File: src/rtl/acs_defs.vh
// constants for the conversion sequencer
`ifndef ACS_DEFS_VH
`define ACS_DEFS_VH
`define ACS_ADDR_PAIR_CFG 8'hba
`define ACS_ADDR_CHAN_SEL 8'hbb
`define ACS_ADDR_CONV_CFG 8'hbc
`define ACS_ADDR_RESULT 8'hbe
`define ACS_ADDR_CONV_CTRL 8'he8
`define ACS_RST_PAIR_CFG 8'h00
`define ACS_RST_CHAN_SEL 8'h00
`define ACS_RST_CONV_CFG 8'hf8
`define ACS_RST_CONV_CTRL 8'h00
`define ACS_RST_RESULT 8'h00
`define ACS_CTL_EN 7
`define ACS_CTL_TM 6
`define ACS_CTL_DONE 5
`define ACS_CTL_BUSY 4
`define ACS_CTL_CM2 3
`define ACS_CTL_CM0 1
`define ACS_CTL_WINT 0
`define ACS_CM_SOFT 3'h0
`define ACS_CM_TMR3 3'h1
`define ACS_CM_EXT 3'h2
`define ACS_CM_TMR2 3'h3
`define ACS_TRACK_CLKS 4'h3
`define ACS_CONV_CLKS 4'h8
`define ACS_SAR_MAX_KHZ 6000
`define ACS_SETTLE_NS 800
`define ACS_SYS_KHZ 25000
`define ACS_SETTLE_CYC ((`ACS_SETTLE_NS * `ACS_SYS_KHZ + 999999) / 1000000)
`endif

File: src/rtl/acs_sar_core.v
// successive-approximation bit sequencer
`timescale 1ns/10ps
module acs_sar_core #(
   parameter WIDTH = 8
) (
   input wire I_MCLK,
   input wire I_NRST,
   input wire i_start,
   input wire i_tick,
   input wire i_cmp_hi,
   input wire i_signed,
   output wire o_busy,
   output reg o_done,
   output reg [WIDTH-1:0] o_trial,
   output reg [WIDTH-1:0] o_result
);
   reg [WIDTH-1:0] mask;
   reg active;
   assign o_busy = active;
   always @(posedge I_MCLK or negedge I_NRST) begin
      if (!I_NRST) begin
         mask <= {WIDTH{1'b0}};
         active <= 1'b0;
         o_done <= 1'b0;
         o_trial <= {WIDTH{1'b0}};
         o_result <= {WIDTH{1'b0}};
      end else begin
         o_done <= 1'b0;
         if (i_start && !active) begin
            active <= 1'b1;
            mask <= {1'b1, {(WIDTH-1){1'b0}}};
            o_trial <= {1'b1, {(WIDTH-1){1'b0}}};
         end else if (active && i_tick) begin
            // keep the trial bit when the input is above the trial level
            if (mask == {{(WIDTH-1){1'b0}}, 1'b1}) begin
               active <= 1'b0;
               o_done <= 1'b1;
               // offset binary to two's complement for differential pairs
               o_result <= i_signed ?
                  {~o_trial[WIDTH-1], o_trial[WIDTH-2:1], i_cmp_hi} :
                  {o_trial[WIDTH-1:1], i_cmp_hi};
            end else begin
               mask <= mask >> 1;
               o_trial <= (o_trial & ~(mask & {WIDTH{~i_cmp_hi}})) | (mask >> 1);
            end
         end
      end
   end
endmodule // acs_sar_core

File: src/rtl/acs_sequencer.v
// second converter control: mux, gain, sar clock, start sources, tracking
// Operation
// - eight inputs chosen by 3-bit channel address
// - gain 0.5/1/2/4, resets to 0.5
// - sar clock divided from system clock
// - one start source chosen by start mode
// - busy high throughout conversion, then cleared
// - busy fall sets done flag, interrupt
// - result register loaded at completion
// - sibling busy write starts both converters
// - normal mode tracks except while converting
// - low-power mode tracks three sar clocks first, except external start
// - external start: track low, convert rising
// - tracking stops in chip standby or sleep
// - pair config upper four bits read zero
// - pair bits join even/odd inputs differential
// - differential results are two's complement
// - channel select upper five bits read zero
// - even address routes differential pair
// - gain code 00..11 means 0.5..4
// - sar clock is system clock over field+1
// - start mode encoding 000..1xx
// - done flag cleared only by software
`timescale 1ns/10ps
`include "acs_defs.vh"
module acs_sequencer #(
   parameter WIDTH = 8
) (
   input wire I_MCLK,
   input wire I_NRST,
   input wire [7:0] I_SFR_ADDR,
   input wire [7:0] I_SFR_WDATA,
   input wire I_SFR_WR,
   output reg [7:0] O_SFR_RDATA,
   input wire I_TMR3_OVF,
   input wire I_TMR2_OVF,
   input wire I_SIBLING_BUSY_WR,
   input wire I_EXT_START,
   input wire I_CHIP_SLEEP,
   input wire I_CMP_HI,
   output wire [2:0] O_MUX_POS,
   output wire [2:0] O_MUX_NEG,
   output wire O_MUX_DIFF,
   output wire [1:0] O_GAIN,
   output wire O_TRACK,
   output wire O_ANALOG_EN,
   output wire [WIDTH-1:0] O_DAC_TRIAL,
   output wire O_SAR_CLK,
   output wire O_CONV_IRQ
);
   localparam ST_IDLE = 2'h0;
   localparam ST_TRACK = 2'h1;
   localparam ST_CONV = 2'h2;
   localparam [7:0] RST_PAIR = `ACS_RST_PAIR_CFG;
   localparam [7:0] RST_SEL = `ACS_RST_CHAN_SEL;
   localparam [7:0] RST_CFG = `ACS_RST_CONV_CFG;
   localparam [7:0] RST_CTRL = `ACS_RST_CONV_CTRL;

   reg [3:0] pair_cfg;
   reg [2:0] chan_sel;
   reg [4:0] clk_div;
   reg [1:0] gain;
   reg en;
   reg track_mode;
   reg done_flag;
   reg wint_flag;
   reg [2:0] start_mode;
   reg [1:0] state;
   reg [1:0] next_state;
   reg [4:0] div_cnt;
   reg sar_clk;
   reg [3:0] trk_cnt;
   reg [2:0] lat_chan;
   reg lat_diff;
   reg [1:0] lat_gain;
   reg ext_s1;
   reg ext_s2;
   reg ext_d;
   reg busy_d;
   reg src_evt;
   wire sar_tick;
   wire ext_rise;
   wire soft_start;
   wire start_evt;
   wire core_busy;
   wire core_done;
   wire [WIDTH-1:0] core_result;
   wire busy;
   wire sel_diff;
   wire [3:0] pair_hit;
   wire conv_go;

   // control and config register writes
   always @(posedge I_MCLK or negedge I_NRST) begin
      if (!I_NRST) begin
         pair_cfg <= RST_PAIR[3:0];
         chan_sel <= RST_SEL[2:0];
         clk_div <= RST_CFG[7:3];
         gain <= RST_CFG[1:0];
         en <= RST_CTRL[`ACS_CTL_EN];
         track_mode <= RST_CTRL[`ACS_CTL_TM];
         start_mode <= RST_CTRL[`ACS_CTL_CM2:`ACS_CTL_CM0];
         wint_flag <= RST_CTRL[`ACS_CTL_WINT];
      end else if (I_SFR_WR) begin
         if (I_SFR_ADDR == `ACS_ADDR_PAIR_CFG) begin
            pair_cfg <= I_SFR_WDATA[3:0];
         end else if (I_SFR_ADDR == `ACS_ADDR_CHAN_SEL) begin
            chan_sel <= I_SFR_WDATA[2:0];
         end else if (I_SFR_ADDR == `ACS_ADDR_CONV_CFG) begin
            clk_div <= I_SFR_WDATA[7:3];
            gain <= I_SFR_WDATA[1:0];
         end else if (I_SFR_ADDR == `ACS_ADDR_CONV_CTRL) begin
            en <= I_SFR_WDATA[`ACS_CTL_EN];
            track_mode <= I_SFR_WDATA[`ACS_CTL_TM];
            start_mode <= I_SFR_WDATA[`ACS_CTL_CM2:`ACS_CTL_CM0];
            wint_flag <= I_SFR_WDATA[`ACS_CTL_WINT];
         end
      end
   end

   // done flag: hardware set wins over a software clear
   always @(posedge I_MCLK or negedge I_NRST) begin
      if (!I_NRST) begin
         done_flag <= 1'b0;
      end else if (busy_d && !busy) begin
         done_flag <= 1'b1;
      end else if (I_SFR_WR && I_SFR_ADDR == `ACS_ADDR_CONV_CTRL) begin
         done_flag <= I_SFR_WDATA[`ACS_CTL_DONE];
      end
   end

   // sar clock: system clock over (field + 1), max 6 MHz is software's choice
   always @(posedge I_MCLK or negedge I_NRST) begin
      if (!I_NRST) begin
         div_cnt <= 5'h00;
         sar_clk <= 1'b0;
      end else if (div_cnt >= clk_div) begin
         div_cnt <= 5'h00;
         sar_clk <= 1'b1;
      end else begin
         div_cnt <= div_cnt + 5'h01;
         sar_clk <= (div_cnt < {1'b0, clk_div[4:1]});
      end
   end
   assign sar_tick = (div_cnt >= clk_div);
   assign O_SAR_CLK = sar_clk;

   // external start pin synchroniser
   always @(posedge I_MCLK or negedge I_NRST) begin
      if (!I_NRST) begin
         // idle level of the pin, so release of reset shows no edge
         ext_s1 <= 1'b1;
         ext_s2 <= 1'b1;
         ext_d <= 1'b1;
         busy_d <= 1'b0;
      end else begin
         ext_s1 <= I_EXT_START;
         ext_s2 <= ext_s1;
         ext_d <= ext_s2;
         busy_d <= busy;
      end
   end
   assign ext_rise = ext_s2 && !ext_d;

   assign soft_start = I_SFR_WR && (I_SFR_ADDR == `ACS_ADDR_CONV_CTRL) &&
                       I_SFR_WDATA[`ACS_CTL_BUSY];
   // start source multiplexer
   always @* begin
      case (start_mode)
         `ACS_CM_SOFT: begin
            src_evt = soft_start;
         end
         `ACS_CM_TMR3: begin
            src_evt = I_TMR3_OVF;
         end
         `ACS_CM_EXT: begin
            src_evt = ext_rise;
         end
         `ACS_CM_TMR2: begin
            src_evt = I_TMR2_OVF;
         end
         default: begin
            src_evt = I_SIBLING_BUSY_WR;
         end
      endcase
   end
   // a start while the core still runs is dropped
   assign start_evt = en && src_evt && !core_busy;

   always @* begin
      next_state = state;
      case (state)
         ST_IDLE: begin
            if (start_evt) begin
               // external edge in low-power mode converts at once
               if (track_mode && start_mode != `ACS_CM_EXT) begin
                  next_state = ST_TRACK;
               end else begin
                  next_state = ST_CONV;
               end
            end
         end
         ST_TRACK: begin
            if (sar_tick && trk_cnt == `ACS_TRACK_CLKS - 4'h1) begin
               next_state = ST_CONV;
            end
         end
         ST_CONV: begin
            if (core_done) begin
               next_state = ST_IDLE;
            end
         end
         default: begin
            next_state = ST_IDLE;
         end
      endcase
      if (!en) begin
         next_state = ST_IDLE;
      end
   end

   always @(posedge I_MCLK or negedge I_NRST) begin
      if (!I_NRST) begin
         state <= ST_IDLE;
         trk_cnt <= 4'h0;
         lat_chan <= 3'h0;
         lat_diff <= 1'b0;
         lat_gain <= 2'h0;
      end else begin
         state <= next_state;
         if (state == ST_TRACK && sar_tick) begin
            trk_cnt <= trk_cnt + 4'h1;
         end else if (state != ST_TRACK) begin
            trk_cnt <= 4'h0;
         end
         // settings follow registers until conversion, then hold
         if (state == ST_IDLE || state == ST_TRACK) begin
            lat_chan <= chan_sel;
            lat_diff <= sel_diff;
            lat_gain <= gain;
         end
      end
   end

   // differential when pair bit set and even address chosen
   genvar p;
   generate
      for (p = 0; p < 4; p = p + 1) begin : g_pair
         localparam [2:0] EVEN_ADDR = p * 2;
         assign pair_hit[p] = pair_cfg[p] && (chan_sel == EVEN_ADDR);
      end
   endgenerate
   assign sel_diff = |pair_hit;
   assign O_MUX_POS = lat_chan;
   assign O_MUX_NEG = {lat_chan[2:1], 1'b1};
   assign O_MUX_DIFF = lat_diff;
   assign O_GAIN = lat_gain;
   assign O_ANALOG_EN = en;
   // tracking windows per mode
   assign O_TRACK = en && !I_CHIP_SLEEP && (state != ST_CONV) &&
                    (!track_mode || state == ST_TRACK ||
                     (start_mode == `ACS_CM_EXT && !ext_s2));

   assign busy = (state == ST_TRACK) || (state == ST_CONV) || core_busy;
   // one-cycle launch, so the core cannot restart while its done is seen
   assign conv_go = (state != ST_CONV) && (next_state == ST_CONV);

   acs_sar_core #(
      .WIDTH(WIDTH)
   ) u_core (
      .I_MCLK(I_MCLK),
      .I_NRST(I_NRST),
      .i_start(conv_go),
      .i_tick(sar_tick),
      .i_cmp_hi(I_CMP_HI),
      .i_signed(lat_diff),
      .o_busy(core_busy),
      .o_done(core_done),
      .o_trial(O_DAC_TRIAL),
      .o_result(core_result)
   );

   assign O_CONV_IRQ = done_flag;

   // register read mux
   always @(posedge I_MCLK or negedge I_NRST) begin
      if (!I_NRST) begin
         O_SFR_RDATA <= 8'h00;
      end else if (I_SFR_ADDR == `ACS_ADDR_PAIR_CFG) begin
         O_SFR_RDATA <= {4'h0, pair_cfg};
      end else if (I_SFR_ADDR == `ACS_ADDR_CHAN_SEL) begin
         O_SFR_RDATA <= {5'h00, chan_sel};
      end else if (I_SFR_ADDR == `ACS_ADDR_CONV_CFG) begin
         O_SFR_RDATA <= {clk_div, 1'b0, gain};
      end else if (I_SFR_ADDR == `ACS_ADDR_CONV_CTRL) begin
         O_SFR_RDATA <= {en, track_mode, done_flag, busy, start_mode, wint_flag};
      end else if (I_SFR_ADDR == `ACS_ADDR_RESULT) begin
         O_SFR_RDATA <= core_result;
      end else begin
         O_SFR_RDATA <= 8'h00;
      end
   end
endmodule // acs_sequencer

File: config.mk
export PLATFORM = sky130hd
export DESIGN_NAME = acs_sequencer
export DESIGN_NICKNAME = d
export VERILOG_FILES = /design/src/rtl/acs_sar_core.v /design/src/rtl/acs_sequencer.v
export VERILOG_INCLUDE_DIRS = /design/src /design/src/rtl
export SDC_FILE = /design/constraint.sdc
export NUM_CORES = 1
export LEC_CHECK = 0
export CAP_MARGIN = 30
export CORE_MARGIN = 2
export CORE_UTILIZATION = 65
export DETAILED_ROUTE_END_ITERATION = 12
export DONT_BUFFER_PORTS = 1
export PLACE_DENSITY = 0.81
export SLEW_MARGIN = 10
export SYNTH_ARGS = -nofsm -noshare
export SYNTH_HDL_FRONTEND = slang
export SYNTH_SLANG_ARGS = --single-unit
File: constraint.sdc
create_clock -name I_MCLK -period 5.43 [get_ports I_MCLK]
set_input_delay 0.2715 -clock I_MCLK [delete_from_list [all_inputs] [get_ports I_MCLK]]
set_output_delay 0.2715 -clock I_MCLK [all_outputs]
set_load 0.03 [all_outputs]
Word level (Yosys, flattened, before mapping)

Index checks and enable logic that the tools add are counted.

Add/sub/neg operators: 2
Order comparisons: 2
Equal/unequal tests: 20
Multiplexer cells: 31
Bitwise gates (word level): 10
Reductions and logical operators: 46

Operators with widths:

| cell                | count |
|---|---|
| $mux 8              | 12 |
| $eq 8x8->1 const B  | 5 |
| $logic_and 1x1->1   | 20 |
| $and 8x8->8         | 2 |
| $mux 2              | 5 |
| $eq 3x2->1 const B  | 3 |
| $mux 1              | 9 |
| $eq 8x1->1 const B  | 1 |
| $mux 4              | 2 |
| $not 8->8           | 1 |
| $or 8x7->8          | 1 |
| $reduce_bool 2->1   | 4 |
| $eq 3x3->1 const B  | 2 |
| $logic_not 1->1     | 6 |
| $logic_not 3->1     | 2 |
| $not 1->1           | 6 |
| $pmux 2 s3          | 1 |
| $reduce_and 2->1    | 3 |
| $reduce_and 3->1    | 2 |
| $add 5x1->5 const B | 1 |
| $ge 5x5->1          | 1 |
| $logic_or 1x1->1    | 5 |
| $lt 5x4->1          | 1 |
| $mux 5              | 1 |
| 13 further kinds    | 15 |

Register bits: 77
Input bits: 25
Logic and storage cells: 137

Longest topological paths before layout

Gate-level depths: netlist of the first run.

Word-level depth: 14
Depth in mapped cells: 9
Mapped depth without buffers: 8

Hierarchy

From an unflattened synthesis of the first run, not the netlist that was laid out.

Cells, all modules: 329
Area total of the unflattened synthesis: 3849.9 um2

By module, submodules not included:

| module        | times used | cells an instance | area each (um2) |
|---|---|---|---|
| acs_sequencer | 1          | 226               | 2643.8 |
| acs_sar_core  | 1          | 103               | 1206.2 |

Worst setup path before layout of the first run

No wires, ideal clock.

Path kind: register to register
From: register clk_div[2]
To: register u_core.o_trial[4]
Data arrival time: 2263 ps
Required time: 5306 ps
Slack: 3043 ps
Cell stages (with the launch flop): 10
Buffers on the path: 1
Clock period less this slack: 2387 ps
Cells stage by stage: dfstp_2 inv_1 ha_1 a21o_1 a31oi_1 o21ai_1 a41oi_1 a2111oi_4 buf_6 a21oi_1

Cells in the longest elaborated chain, start to end: 10

RTL lines:

| item                                                             | line                | text |
|---|---|---|
| from (decl)                                                      | acs_sequencer.v:61  | `reg [4:0] clk_div;` |
| from (signal assigned)                                           | acs_sequencer.v:98  | `clk_div <= RST_CFG[7:3];` |
| from (signal assigned)                                           | acs_sequencer.v:110 | `clk_div <= I_SFR_WDATA[7:3];` |
| $ge 5x5->1 *                                                     | acs_sequencer.v:145 | `assign sar_tick = (div_cnt >= clk_div);` |
| $logic_and 1x1->1                                                | acs_sequencer.v:204 | `` if (sar_tick && trk_cnt == `ACS_TRACK_CLKS - 4'h1) begin `` |
| $mux 2                                                           | acs_sequencer.v:204 |  |
| $pmux 2 s3                                                       | acs_sequencer.v:192 | `case (state)` |
| $mux 2                                                           | acs_sequencer.v:217 | `if (!en) begin` |
| $eq 2x2->1                                                       | acs_sequencer.v:266 | `assign conv_go = (state != ST_CONV) && (next_state == ST_CONV);` |
| $logic_and 1x1->1                                                | acs_sequencer.v:266 |  |
| $logic_and 1x1->1                                                | acs_sar_core.v:29   | `if (i_start && !active) begin` |
| $ne 2x1->1 (no line) / $reduce_bool 2->1 (equally long branches) | n/a                 |  |
| $reduce_and 2->1 (no line)                                       | n/a                 |  |
| to (signal assigned)                                             | acs_sar_core.v:25   | `o_trial <= {WIDTH{1'b0}};` |
| to (signal assigned)                                             | acs_sar_core.v:32   | `o_trial <= {1'b1, {(WIDTH-1){1'b0}}};` |
| to (signal assigned)                                             | acs_sar_core.v:44   | `o_trial <= (o_trial & ~(mask & {WIDTH{~i_cmp_hi}})) \| (mask >> 1);` |
| to (decl)                                                        | acs_sar_core.v:14   | `output reg [WIDTH-1:0] o_trial,` |

Mark *: on every way between the ends. The rest lies on a longest branch, timed or not.
A chain may end at the register's enable or synchronous reset.

Worst setup path in the final report of the first run

From: register start_mode[0]
To: register u_core.mask[1]

Cells in the longest elaborated chain, start to end: 12

RTL lines:

| item                                                             | line                | text |
|---|---|---|
| from (decl)                                                      | acs_sequencer.v:67  | `reg [2:0] start_mode;` |
| from (signal assigned)                                           | acs_sequencer.v:102 | `` start_mode <= RST_CTRL[`ACS_CTL_CM2:`ACS_CTL_CM0]; `` |
| from (signal assigned)                                           | acs_sequencer.v:115 | `` start_mode <= I_SFR_WDATA[`ACS_CTL_CM2:`ACS_CTL_CM0]; `` |
| $eq 3x2->1 (tied with other cells)                               | acs_sequencer.v:169 | `case (start_mode)` |
| $pmux 1 s4                                                       | acs_sequencer.v:169 |  |
| $logic_and 1x1->1 (2 in series)                                  | acs_sequencer.v:188 | `assign start_evt = en && src_evt && !core_busy;` |
| $mux 2 *                                                         | acs_sequencer.v:194 | `if (start_evt) begin` |
| $pmux 2 s3 *                                                     | acs_sequencer.v:192 |  |
| $mux 2 *                                                         | acs_sequencer.v:217 |  |
| $eq 2x2->1 *                                                     | acs_sequencer.v:266 |  |
| $logic_and 1x1->1 *                                              | acs_sequencer.v:266 |  |
| $logic_and 1x1->1 *                                              | acs_sar_core.v:29   |  |
| $ne 2x1->1 (no line) / $reduce_bool 2->1 (equally long branches) | n/a                 |  |
| $reduce_and 2->1 (no line)                                       | n/a                 |  |
| to (signal assigned)                                             | acs_sar_core.v:22   | `mask <= {WIDTH{1'b0}};` |
| to (signal assigned)                                             | acs_sar_core.v:31   | `mask <= {1'b1, {(WIDTH-1){1'b0}}};` |
| to (signal assigned)                                             | acs_sar_core.v:43   | `mask <= mask >> 1;` |
| to (decl)                                                        | acs_sar_core.v:17   | `reg [WIDTH-1:0] mask;` |

Marks and branches as above.

==> results.json, run 1 <==
{
  "clock_skew_ns": 0.0113,
  "layout_commonest_cell": "dfrtp_1",
  "final.period_utilization": 0.511,
  "reg2regPathDepth": 6,
  "min_path_cells": 2,
  "yosys.area.top_type_share": 0.466,
  "synth_edf_count": 0,
  "n_antenna_cell": 0,
  "cts_resized": 0,
  "yosys_warnings": 0,
  "dp_hpwl_um": 5540,
  "cp-start-kind": "register",
  "setup_viol": 0,
  "power.leakage_nw": 1.93,
  "cts_made_buffers": 9,
  "layout_common_cells": "dfrtp_1, nand2_1, mux2_2",
  "critPathRequiredTime_ns": 5.63,
  "hold_end": "clk_div[2]",
  "cts-root-buf": "clkbuf_8",
  "r2r_slack_ns": 2.66,
  "via_per_inst": 6.29,
  "fp.dieW_um": 79.5,
  "vias": 2611,
  "p_per_area_nw_per_um2": 393,
  "start_util": 0.673,
  "min_path_type": "in2reg",
  "place_area_um2": 3760,
  "grt_usage": 0.272,
  "vdd_ir_drop_max_mv": 0.275,
  "ys_ff_latch": 77,
  "synthAdderAreaFrac": 0.0506,
  "drt_iter0_drc": 176,
  "multi_input_area_um2": 1610,
  "drive_gt1_frac": 0.187,
  "post_cts_buffers": 0,
  "cts_tree": "built",
  "dieArea_um2": 6330,
  "synth_cell_types": 58,
  "finalHoldViolCount": 0,
  "cap_violations": 0,
  "cts.sinks": 77,
  "seqCellArea_um2": 1940,
  "crit_type": "reg2reg",
  "synth_top_family_by_area": "simple AND/OR/NAND/NOR gates",
  "yosys_most_used_dff": "dfrtp_1",
  "die_h_um": 79.5,
  "syn_inst": 331,
  "final_nets": 378,
  "syn_area_per_cell_um2": 11.2,
  "cts.path.max_buffers": 2,
  "yosysSeqAreaShare": 0.522,
  "firstDrtPassIters": 4,
  "gp_routability_congestion": 0.980,
  "path_cells": "or4bb_1, nor4_4, o31a_1, nand3_2, a2111oi_4, a21oi_1",
  "slew_headroom": 0.355,
  "final_area_um2": 4030,
  "crit_buf_inv": 0,
  "synth_nets": 371,
  "synth-xor-area-share": 0.0165,
  "antenna_found_initial": 1,
  "critPathMaxStageDelay_ns": 0.82,
  "wl_per_cell_um": 18.8,
  "cts.clk_slew.worst_paths_ns": 0.08,
  "critPathCaptureType": "register",
  "n_fill_cell": 363,
  "finish.utilization": 0.732,
  "ant_nets": 0,
  "core_um2": 5510,
  "tightestPinTransition_ns": 0.964,
  "rsz0062_at_grt": "no",
  "grt_pass1_wl_um": 12900,
  "reg2reg_to": "u_core.mask[1]",
  "crit_family": "compound AO/OA/AOI/OAI gates",
  "wl_um": 7810,
  "holdWs_ns": 0.0184,
  "reg2reg_from": "start_mode[0]",
  "grt_overflow": 0,
  "crit_arrival_ns": 2.97,
  "ctsHoldBuffers": 3,
  "crit_cells": 6,
  "period_needed_ns": 2.77,
  "slew_violations": 0,
  "grt_pass1_vias": 2646,
  "synth_mux_area_frac": 0.0935,
  "synth.area.top_cells": "dfrtp_1, mux2_2, dfstp_2",
  "synth-simple-area-share": 0.141,
  "grt_max_degree": 78,
  "drc": 0,
  "max_freq_mhz": 361,
  "status": "finished clean",
  "hp-start": "I_SFR_WDATA[5]",
  "clock_latency_ns": 0.36,
  "finalSetupTns_ns": 0,
  "pin_count": 54,
  "io_buffers": 0,
  "p_total_mw": 1.59,
  "synthArstFlopShare": 1.00,
  "rows": 27,
  "synth_area_um2": 3710,
  "synthToLayoutAreaGrowth_pct": 8.64,
  "synth_compound_area_frac": 0.132,
  "crit_fanout": 16,
  "cts_max_level": 3,
  "synth.largest_area_cell": "dfrtp_1",
  "cpMaxStageDelayCell": "a2111oi_4"
}
## how the worst max path moves through the flow
stage / from / slack [ns] / to
2_1_floorplan: clk_div[2] / 3.04 / u_core.o_trial[4]
5_1_grt: start_mode[1] / 2.45 / u_core.mask[1]
4_1_cts: start_mode[1] / 2.64 / u_core.mask[1]
3_5_place_dp: start_mode[0] / 2.68 / u_core.mask[1]
3_3_place_gp: start_mode[1] / 2.76 / u_core.o_trial[7]
6_report: start_mode[0] / 2.66 / u_core.mask[1]
## Yosys cell counts, drive strengths merged (6+ instances only)
cell type and number:
a21oi 20, o21ai 22, ha 15, nand3 8
nand2b 6, dfrtp 69, nor2 9, mux2 27
nand2 34, dfstp 8, inv 26
## registers in the layout (all words and copies together) (netlist names), 2 cells and up
register,count
gain,2
u_core.mask,8
O_SFR_RDATA,8
trk_cnt,4
pair_cfg,4
div_cnt,5
O_GAIN,2
O_MUX_POS,3
chan_sel,3
clk_div,5
u_core.o_trial,8
u_core.o_result,8
start_mode,3
state,2
## worst register-to-register path, stage by stage, from the launching register on
cell and delay [ns]:
dfrtp_1 0.45, or4bb_1 0.54, nor4_4 0.36, o31a_1 0.21
nand3_2 0.11, a2111oi_4 0.82, a21oi_1 0.11
## where the power goes
part / switching [mW] / total, mW / leakage (nW) / internal (mW)
clock network: 0.212 / 0.485 / 0.114 / 0.273
logic: 0.142 / 0.261 / 0.839 / 0.119
registers: 0.163 / 0.838 / 0.976 / 0.676
total: 0.518 / 1.59 / 1.93 / 1.07
## layout make-up
class | count | share of cell area
inverters | 26 | 0.0242
clock inverters | 5 | 0.0205
flip-flops and latches | 77 | 0.481
repair buffers | 6 | 0.0174
well taps | 72 | 0.0224
clock buffers | 11 | 0.0351
multi-input cells | 218 | 0.400
## routing by layer
layer,track usage,wire length [µm]
met5,0,13
met4,0.117,143
met3,0.0928,662
met2,0.429,3790
met1,0.340,3200
## cells by family after synthesis
group	Yosys count
and+or+nand+nor	93
DFF	77
other	1
adders and majority gates	15
muxes	30
AOI/OAI and AO/OA	72
buffers and inverters	36
xor gates and xnor gates	7
## through the flow
| step | instances | setup slack (ns) |
|---|---|---|
| global route | 415 | 2.45 |
| CTS | 415 | 2.64 |
| floorplan | 331 | 3.04 |
| detailed placement | 396 | 2.68 |
| finish | 415 | 2.66 |
| global placement | 396 | 2.76 |
Note: power is estimated with default switching activity, not from simulation.
==> run 2, diff against run 1 <==
CORE_UTILIZATION = 57   (was 65)
PLACE_DENSITY = 0.75   (was 0.81)
clock period = 2.4 ns   (was 5.43 ns; I/O delays follow)
==> run 2 against run 1 <==
The flow now finishes with violations (setup timing). Critical path type unchanged. Sequential power up 130%. First-iteration DRC count is 22% higher. Clock power up 130%. Sequential cell count unchanged. Count of clock-buffer cells in the layout is 1 lower. Largest power group unchanged. Routed wire length up 3.6%.
==> results.json, run 2 (synthesis gave the netlist of run 1 again) <==
{
  "status": "finished, violations left",
  "violations": "setup timing",
  "crit_arrival_ns": 2.74,
  "place_area_um2": 3860,
  "wl_um": 8100,
  "cp-start-kind": "register",
  "layout_commonest_cell": "dfrtp_1",
  "core_um2": 6310,
  "layout_common_cells": "dfrtp_1, nand2_1, mux2_2",
  "cts.sinks": 77,
  "power.leakage_nw": 2.07,
  "grt_usage": 0.241,
  "max_freq_mhz": 402,
  "synthToLayoutAreaGrowth_pct": 17.7,
  "min_path_type": "in2reg",
  "grt_pass1_wl_um": 13400,
  "drive_gt1_frac": 0.261,
  "multi_input_area_um2": 1690,
  "finalHoldViolCount": 0,
  "cts_made_buffers": 9,
  "tightestPinTransition_ns": 0.783,
  "finalWorstSetupSlack_ns": -0.0871,
  "drc": 0,
  "finalSetupTns_ns": -1.14,
  "setup_viol": 16,
  "clock_latency_ns": 0.36,
  "cap_violations": 0,
  "crit_fanout": 8,
  "gp_routability_congestion": 0.840,
  "ant_nets": 0,
  "period_needed_ns": 2.49,
  "critPathRequiredTime_ns": 2.65,
  "dp_hpwl_um": 5490,
  "critPathCaptureType": "register",
  "rsz0062_at_grt": "yes",
  "firstDrtPassIters": 4,
  "final_area_um2": 4360,
  "grt_pass1_vias": 2706,
  "seqCellArea_um2": 1940,
  "clock_skew_ns": 0.0116,
  "n_fill_cell": 449,
  "final_nets": 403,
  "dieArea_um2": 7170,
  "grt_overflow": 0,
  "slew_headroom": 0.473,
  "io_buffers": 0,
  "pin_count": 54,
  "vdd_ir_drop_max_mv": 0.657,
  "vias": 2668,
  "crit_type": "reg2reg",
  "wl_per_cell_um": 18.2,
  "cts.clk_slew.worst_paths_ns": 0.09,
  "drt_iter0_drc": 215,
  "rows": 29,
  "cts.path.max_buffers": 2,
  "final.period_utilization": 1.04,
  "grt_max_degree": 78,
  "antenna_found_initial": 1,
  "cts_max_level": 3,
  "cts_tree": "built",
  "die_h_um": 84.7,
  "p_total_mw": 3.72,
  "fp.dieW_um": 84.7,
  "start_util": 0.587,
  "slew_violations": 0,
  "p_per_area_nw_per_um2": 852,
  "via_per_inst": 5.98,
  "cts-root-buf": "clkbuf_8"
}
==> run 2: where the power goes <==
group,switching (mW),internal (mW),total [mW]
combinational,0.369,0.328,0.698
clock,0.505,0.623,1.13
sequential,0.366,1.53,1.89
total,1.24,2.48,3.72
==> run 2: layer usage <==
| layer | GRT usage | routed length [µm] | vias to the layer above |
|---|---|---|---|
| met2 | 0.379 | 3940 | 78 |
| li1 | - | - | 1241 |
| met4 | 0.0851 | 124 | 0 |
| met3 | 0.0669 | 556 | 11 |
| met5 | 0 | 0 | - |
| met1 | 0.324 | 3480 | 1338 |
==> run 2: path summary, 6_finish.rpt <==
path                       slack [ns]                end     startpoint  cells past startpoint
min in group asynchronous        0.29          O_GAIN[1]         I_NRST                      2
max reg2reg                     -0.09  u_core.o_trial[0]  start_mode[0]                      9
max                             -0.09  u_core.o_trial[0]  start_mode[0]                      9
min reg2reg                      0.36             ext_s2         ext_s1                      0
min                              0.06     O_SFR_RDATA[2]  I_SFR_ADDR[0]                      2
max in group asynchronous        1.78             ext_s1         I_NRST                      2
==> run 2: timing repair <==
item / 4_1_cts / 5_1_grt
endpoints found under the hold margin: 100 / 0
endpoints found under the setup margin: 0 / 24
hold buffers: 12 / 0
buffers inserted: 0 / 4
gates resized for setup: 0 / 17
==> run 2: final cells by class <==
cell class,count,area share
sequential,77,0.444
multi-input combinational,218,0.386
timing repair buffer,31,0.0720
clock buffer,10,0.0315
inverter,26,0.0224
tap,77,0.0221
clock inverter,6,0.0215
antenna,1,0.000573
==> run 2: critical path: stages (launching register included) <==
cell and delay, ns:
dfrtp_1 0.38, or4bb_1 0.54, nor4_4 0.42, buf_4 0.18, o31a_1 0.15, nand3_2 0.11, a2111oi_4 0.20, buf_4 0.19
clkbuf_16 0.15, a21oi_1 0.04
==> run 2: metrics by stage <==
stage	worst slack (ns)	utilization	hold slack, ns	std cells
6_report	-0.0871	0.691	0.0577	446
3_3_place_gp	0.0687	0.611	-0.174	411
4_1_cts	0.0107	0.669	0.0465	439
2_1_floorplan	0.0131	-	-0.176	331
3_5_place_dp	0.0444	0.611	-0.173	411
5_1_grt	-0.152	0.691	0.0932	446
